### src/rtl/nv_access_pkg.sv
// constants and types for the nonvolatile memory access control block
package nv_access_pkg;

    localparam logic [31:0] CTRL_OFFSET = 32'h0000_0000;
    localparam logic [31:0] KEY_OFFSET = 32'h0000_0004;
    localparam logic [31:0] STAT_OFFSET = 32'h0000_0008;

    localparam int SPACE_BIT = 7;
    localparam int ABORT_BIT = 3;
    localparam int PERMIT_BIT = 2;
    localparam int LAUNCH_BIT = 1;
    localparam int READ_BIT = 0;
    localparam int DONE_BIT = 0;

    localparam logic [7:0] KEY_FIRST = 8'h55;
    localparam logic [7:0] KEY_SECOND = 8'haa;

    localparam logic SPACE_RESET = 1'b0;
    localparam logic PERMIT_RESET = 1'b0;
    localparam logic DONE_RESET = 1'b0;
    localparam logic LAUNCH_RESET = 1'b0;
    localparam logic READ_RESET = 1'b0;
    localparam logic START_RESET = 1'b0;
    localparam logic [31:0] RDATA_RESET = 32'h0000_0000;

    typedef struct packed {
        logic psel;
        logic penable;
        logic pwrite;
        logic [31:0] paddr;
        logic [31:0] pwdata;
    } apb_req_s;

    typedef enum logic [1:0] {
        KEY_IDLE,
        KEY_HALF,
        KEY_OPEN
    } key_state_e;

endpackage : nv_access_pkg

### src/rtl/nv_access_ctrl.sv
// control register logic of the nonvolatile memory access unit
//
// Added by the designer: register access over APB and the register offsets.
module nv_access_ctrl
(
    // clock and reset
    input wire logic ref_clk_i,
    input wire logic sys_rst_i,
    // apb slave
    input wire nv_access_pkg::apb_req_s apb_i,
    output logic [31:0] prdata_o,
    output logic pready_o,
    output logic pslverr_o,
    // memory engine
    output logic memory_space_select_o,
    output logic write_start_o,
    output logic read_start_o,
    input wire logic write_done_i
);
    import nv_access_pkg::*;

    // unlock sequencer state
    key_state_e key_reg, key_next;
    // control register bits
    logic space_reg, space_next;
    logic abort_reg, abort_next;
    logic permit_reg, permit_next;
    logic launch_reg, launch_next;
    logic read_reg, read_next;
    logic wstart_reg, wstart_next;
    // status flag and read data
    logic done_reg, done_next;
    logic [31:0] rdata_reg, rdata_next;

    logic access, wr_en, rd_setup, set_launch, set_read, write_end;
    logic wr_ctrl, wr_key, wr_stat;
    logic [7:0] wbyte;

    function automatic logic is_mapped(input logic [31:0] a);
        return a == CTRL_OFFSET || a == KEY_OFFSET || a == STAT_OFFSET;
    endfunction : is_mapped

    assign access = apb_i.psel && apb_i.penable;
    assign wr_en = access && apb_i.pwrite && is_mapped(apb_i.paddr);
    assign rd_setup = apb_i.psel && !apb_i.penable && !apb_i.pwrite;
    assign wbyte = apb_i.pwdata[7:0];
    assign wr_ctrl = wr_en && apb_i.paddr == CTRL_OFFSET;
    assign wr_key = wr_en && apb_i.paddr == KEY_OFFSET;
    assign wr_stat = wr_en && apb_i.paddr == STAT_OFFSET;
    assign pready_o = 1'b1;
    assign pslverr_o = access && !is_mapped(apb_i.paddr);

    // launch needs key sequence, permit and data space
    assign set_launch = wr_ctrl && wbyte[LAUNCH_BIT] && key_reg == KEY_OPEN
        && permit_reg && !space_reg && !launch_reg;
    assign set_read = wr_ctrl && wbyte[READ_BIT];
    assign write_end = launch_reg && write_done_i;

    // unlock sequencer: any write to a mapped register other than the next key step starts over
    always_comb
    begin
        key_next = key_reg;
        if (wr_en)
        begin
            key_next = KEY_IDLE;
            if (wr_key && wbyte == KEY_FIRST)
            begin
                key_next = KEY_HALF;
            end
            else if (wr_key && wbyte == KEY_SECOND && key_reg == KEY_HALF)
            begin
                key_next = KEY_OPEN;
            end
        end
        if (sys_rst_i)
        begin
            key_next = KEY_IDLE;
        end
    end

    always_ff @(posedge ref_clk_i)
    begin
        key_reg <= key_next;
    end

    // control register bits and engine strobes
    always_comb
    begin
        space_next = space_reg;
        abort_next = abort_reg;
        permit_next = permit_reg;
        launch_next = launch_reg;
        read_next = set_read;
        wstart_next = set_launch;
        if (wr_ctrl)
        begin
            space_next = wbyte[SPACE_BIT];
            abort_next = wbyte[ABORT_BIT];
            permit_next = wbyte[PERMIT_BIT];
        end
        if (set_launch)
        begin
            launch_next = 1'b1;
        end
        // completion wins over a control write in the same cycle
        if (write_end)
        begin
            launch_next = 1'b0;
            abort_next = 1'b0;
        end
        if (sys_rst_i)
        begin
            // a write cut short by reset is recorded and kept afterwards
            abort_next = launch_reg ? 1'b1 : abort_reg;
            space_next = SPACE_RESET;
            permit_next = PERMIT_RESET;
            launch_next = LAUNCH_RESET;
            read_next = READ_RESET;
            wstart_next = START_RESET;
        end
    end

    always_ff @(posedge ref_clk_i)
    begin
        space_reg <= space_next;
        abort_reg <= abort_next;
        permit_reg <= permit_next;
        launch_reg <= launch_next;
        read_reg <= read_next;
        wstart_reg <= wstart_next;
    end

    // store done flag: hardware set wins over a software clear
    always_comb
    begin
        done_next = done_reg;
        if (wr_stat && !wbyte[DONE_BIT])
        begin
            done_next = 1'b0;
        end
        if (write_end)
        begin
            done_next = 1'b1;
        end
        if (sys_rst_i)
        begin
            done_next = DONE_RESET;
        end
    end

    always_ff @(posedge ref_clk_i)
    begin
        done_reg <= done_next;
    end

    // read data is loaded in the setup cycle and held until the next read
    always_comb
    begin
        rdata_next = rdata_reg;
        if (rd_setup)
        begin
            unique case (apb_i.paddr)
                CTRL_OFFSET: rdata_next = {24'h00_0000, space_reg, 3'h0, abort_reg,
                    permit_reg, launch_reg, read_reg};
                STAT_OFFSET: rdata_next = {31'h0000_0000, done_reg};
                default: rdata_next = 32'h0000_0000;
            endcase
        end
        if (sys_rst_i)
        begin
            rdata_next = RDATA_RESET;
        end
    end

    always_ff @(posedge ref_clk_i)
    begin
        rdata_reg <= rdata_next;
    end

    assign prdata_o = rdata_reg;
    assign memory_space_select_o = space_reg;
    assign write_start_o = wstart_reg;
    assign read_start_o = read_reg;

    a_launch_needs_key: assert property (@(posedge ref_clk_i) disable iff (sys_rst_i)
        $rose(launch_reg) |-> $past(key_reg) == KEY_OPEN && $past(permit_reg))
        else $error("launch set without unlock or permit");
    a_prog_launch_zero: assert property (@(posedge ref_clk_i) disable iff (sys_rst_i)
        $past(space_reg) && !$past(launch_reg) |-> !launch_reg)
        else $error("launch set with program memory selected");
    a_launch_sticky: assert property (@(posedge ref_clk_i) disable iff (sys_rst_i)
        launch_reg && !write_done_i |=> launch_reg)
        else $error("launch cleared without completion");
    a_done_on_end: assert property (@(posedge ref_clk_i) disable iff (sys_rst_i)
        launch_reg && write_done_i |=> !launch_reg && done_reg && !abort_reg)
        else $error("write end not recorded");
    a_read_pulse: assert property (@(posedge ref_clk_i) disable iff (sys_rst_i)
        read_reg |=> !read_reg || $past(set_read))
        else $error("read bit did not self clear");
    a_abort_on_reset: assert property (@(posedge ref_clk_i)
        sys_rst_i && launch_reg |=> abort_reg && !launch_reg)
        else $error("aborted write not flagged");
    a_reserved_zero: assert property (@(posedge ref_clk_i) disable iff (sys_rst_i)
        $past(rd_setup) && $past(apb_i.paddr) == CTRL_OFFSET |-> prdata_o[6:4] == 3'h0)
        else $error("reserved bits not zero");
    a_permit_reset: assert property (@(posedge ref_clk_i)
        sys_rst_i |=> !permit_reg && !launch_reg && !read_reg)
        else $error("reset values wrong");
    a_start_follows: assert property (@(posedge ref_clk_i) disable iff (sys_rst_i)
        $rose(launch_reg) |-> write_start_o)
        else $error("write start missing");
    a_key_consumed: assert property (@(posedge ref_clk_i) disable iff (sys_rst_i)
        wr_ctrl |=> key_reg == KEY_IDLE)
        else $error("unlock sequence not consumed");
    a_done_kept: assert property (@(posedge ref_clk_i) disable iff (sys_rst_i)
        done_reg && !wr_stat |=> done_reg)
        else $error("done flag lost without software clear");
    a_abort_kept: assert property (@(posedge ref_clk_i)
        abort_reg && !wr_ctrl && !write_end |=> abort_reg)
        else $error("abort flag lost");
    a_permit_write: assert property (@(posedge ref_clk_i) disable iff (sys_rst_i)
        wr_ctrl && wbyte[PERMIT_BIT] |=> permit_reg)
        else $error("store permit not written");

    c_write_done: cover property (@(posedge ref_clk_i) launch_reg && write_done_i);
    c_abort: cover property (@(posedge ref_clk_i) sys_rst_i && launch_reg);
    c_read: cover property (@(posedge ref_clk_i) read_start_o);
    c_key_open: cover property (@(posedge ref_clk_i) key_reg == KEY_OPEN);
    c_launch_refused: cover property (@(posedge ref_clk_i)
        wr_ctrl && wbyte[LAUNCH_BIT] && !set_launch);

endmodule : nv_access_ctrl

### config.mk
export PLATFORM = sky130hd
export DESIGN_NAME = nv_access_ctrl
export DESIGN_NICKNAME = d
export VERILOG_FILES = /design/src/rtl/nv_access_pkg.sv /design/src/rtl/nv_access_ctrl.sv
export SDC_FILE = /design/constraint.sdc
export NUM_CORES = 1
export LEC_CHECK = 0
export BUFFER_PORTS_ARGS = -buffer_cell sky130_fd_sc_hd__buf_2
export CAP_MARGIN = 30
export CORE_MARGIN = 3
export CORE_UTILIZATION = 36
export CTS_CLUSTER_DIAMETER = 30
export CTS_CLUSTER_SIZE = 24
export DETAILED_ROUTE_END_ITERATION = 8
export GPL_TIMING_DRIVEN = 0
export PLACE_DENSITY = 0.8
export RECOVER_POWER = 100
export SYNTH_ARGS = -nofsm -noshare
export SYNTH_HDL_FRONTEND = slang
export SYNTH_SLANG_ARGS = --single-unit
### constraint.sdc
create_clock -name ref_clk_i -period 2.35 [get_ports ref_clk_i]
set_clock_uncertainty 0.2 [all_clocks]
set_input_delay 0.47 -clock ref_clk_i [delete_from_list [all_inputs] [get_ports ref_clk_i]]
set_output_delay 0.47 -clock ref_clk_i [all_outputs]
set_load 0.05 [all_outputs]
==> results.md <==
* Final setup violating endpoints at 0
* WL/cell at roughly 11 µm
* Root buf cell: clkbuf_4
* CP max stage cell: nor4_4
* Bufs and invs on worst path at 2
* Net count, final at roughly 280
* Top Ports at 107
* DIE AREA at about 3700 µm²
* First-pass GRT wire length at approximately 4.3 mm
* Final WL at ~2.7 mm
* Post-synth EDFFs at 1
* Status: finished, final reports clean
* Synth unique cells at 29
* Max Root-Sink Buffers at 2
* Pre-antenna DRT Iters at 5
* Most common cell after layout, fill and taps aside: buf_2
* PwrDens at around 400 nW/µm²
* Cts repair resizes at 0
* Worst-path maximum fanout at 5
* Critical Path End Type: output pin
* Rows at 19
* Tot GR Track Use at around 15%
* Synth area leaders: dfxtp_1 (24%), buf_4 (19%), nor4_4 (14%)
* Top cell type by total area after synthesis: dfxtp_1
* Largest net degree at the start of global routing at 11
* Cts bufs inserted at 3
* Seq/Total Area, Yosys at ~27%
* CTS clock-pin slew for the worst setup and hold paths at around 80 ps
* Chip height at around 61 µm
* Overflow after GRT at 0
* Die Span X at ~61 µm
* Most frequent cells in the layout: buf_2 (44), buf_4 (28), conb_1 (28)
* Worst vdd ir at about 170 µV
* Post-synth top flop: dfxtp_1
* Post-DP HPWL at 2.32 mm
* MaxCap Viol Count at 0
* Starting Density at 38.7%
* Layout Area Growth over Synthesis at 38.8%
* Synth top area share at about a quarter
* First DRT Iteration DRCs at 32
* Setup TNS Final at 0 ps
* Crit share post-route at a little over nine tenths
* TritonCTS clock tree: done
* Critical path class: in2out
* Syn Area/Cell at around 8.6 µm²
* Core area at approximately 2800 µm²
* Post-CTS Setup Inserts at 0
* Crit path largest cell delay at approximately 310 ps
* Worst slew pin tran at slightly above 600 ps
* Antenna-violating nets left at 0
* Power Total at a little over 600 µW
* Vias in the first global route at between 1,000 and 1,500
* Antenna diodes at 0
* Critical path, cell by cell: clkbuf_1, nor4_4, nand4_1, nor2_1, a21oi_1, buf_2
* Lkg Pwr at ~0.7 nW
* Hold/Removal Path Class: in2reg
* Max reg flops at 5
* CTS hold repair buffers at 0
* DR vias/cell at ~4.7
* CP delay by family, top: simple AND/OR/NAND/NOR gates
* Antenna violations before repair at 0
* Worst-Skew Late Latency at around 280 ps
* Crit path required time at roughly 1700 ps
* Yosys reg bits at 14
* Buffers added on ports at 54
* Tmin final at 2200 ps
* Fillcell total at 316
* GPL Wtd Cong at 0.784
* Final hold vios at 0
* CTS sink cnt at 14
* Max transition margin at ~59%
* Drt drc at 0
* Critical Path Start Type: input port
* Warnings, synthesis at 0
* H-Tree Depth at 1
* Post-Syn Area at around 1100 µm²
* Hold Slack at 235 ps
* Fmax at 454 MHz
* Max-slew violation count at 0
* Vias at 1,133
* CP arrival at 1530 ps
* RSZ-0062 raised after global routing: no
* Synthesized instance count at around 130
* Layout cells sized above 1 at between 40% and 50%
* Async set-reset flop share out of synthesis at 0%
==> report_power, final <==
group          leakage (nW)  internal (mW)  total (mW)    switching [mW]
Combinational         0.551         0.0702       0.223             0.153
Clock                0.0150         0.0660       0.144            0.0776
Sequential            0.115          0.240       0.240  0.00000000000247
Total                 0.681          0.376       0.606             0.231
==> stage by stage <==
step,instances,cell area (µm²),util (%),worst slack (ps)
floorplan,152,1180,-,223
global placement,237,1490,53.2,100
detailed placement,237,1490,53.2,42.3
CTS,241,1520,54.1,134
global route,241,1510,53.7,37.9
finish,241,1510,53.7,149
==> area by class of cell <==
type                    instances  area, µm²  area share, %
multi-input cells             103        656           43.6
flip-flops and latches         14        290           19.3
repair buffers                 54        258           17.1
plain buffers                  31        221           14.7
well taps                      31       38.8           2.58
clock buffers                   4       26.3           1.75
inverters                       4       15.0          0.998
==> cell usage after synthesis (all sizes together), types with 2 or more instances <==
master	instances
clkbuf	3
o311ai	2
and4	3
or4	2
buf	28
nand2	12
inv	4
o31ai	4
o21ai	3
nand3	5
nand4	10
a21oi	8
dfxtp	13
nor3	2
nor2	5
nor4	11
conb	2
==> cells by family (layout without fill, tap and decap cells) <==
kind of cell    after synthesis  in the layout  synth area share, %
simple gates                 55             55                 38.8
buf+inv                      35             93                 21.8
compound gates               19             19                 11.1
flops                        14             14                 26.8
other cells                   2             28                0.692
mux                           1              1                0.923
==> layer usage <==
layer  part of all wire (%)  wire length, µm  vias to the layer above  global-route usage, %
li1                       -                -                      580                      -
met1                     38             1040                      493                   17.5
met2                     51             1390                       53                   27.8
met3                    8.5              229                        7                   2.77
met4                    1.7               45                        0                   5.57
met5                      0                0                        -                      0
==> path summary, 6_finish.rpt <==
check / startpoint / slack [ps] / endpoint / cells past startpoint
min reg2reg: prdata_o[7] / 260 / prdata_o[7] / 2
max: apb_i[46] / 150 / pslverr_o / 6
max reg2reg: launch_reg / 1000 / launch_reg / 3
min: sys_rst_i / 230 / read_start_o / 2
No activity file was read; power rests on OpenSTA's default activity.
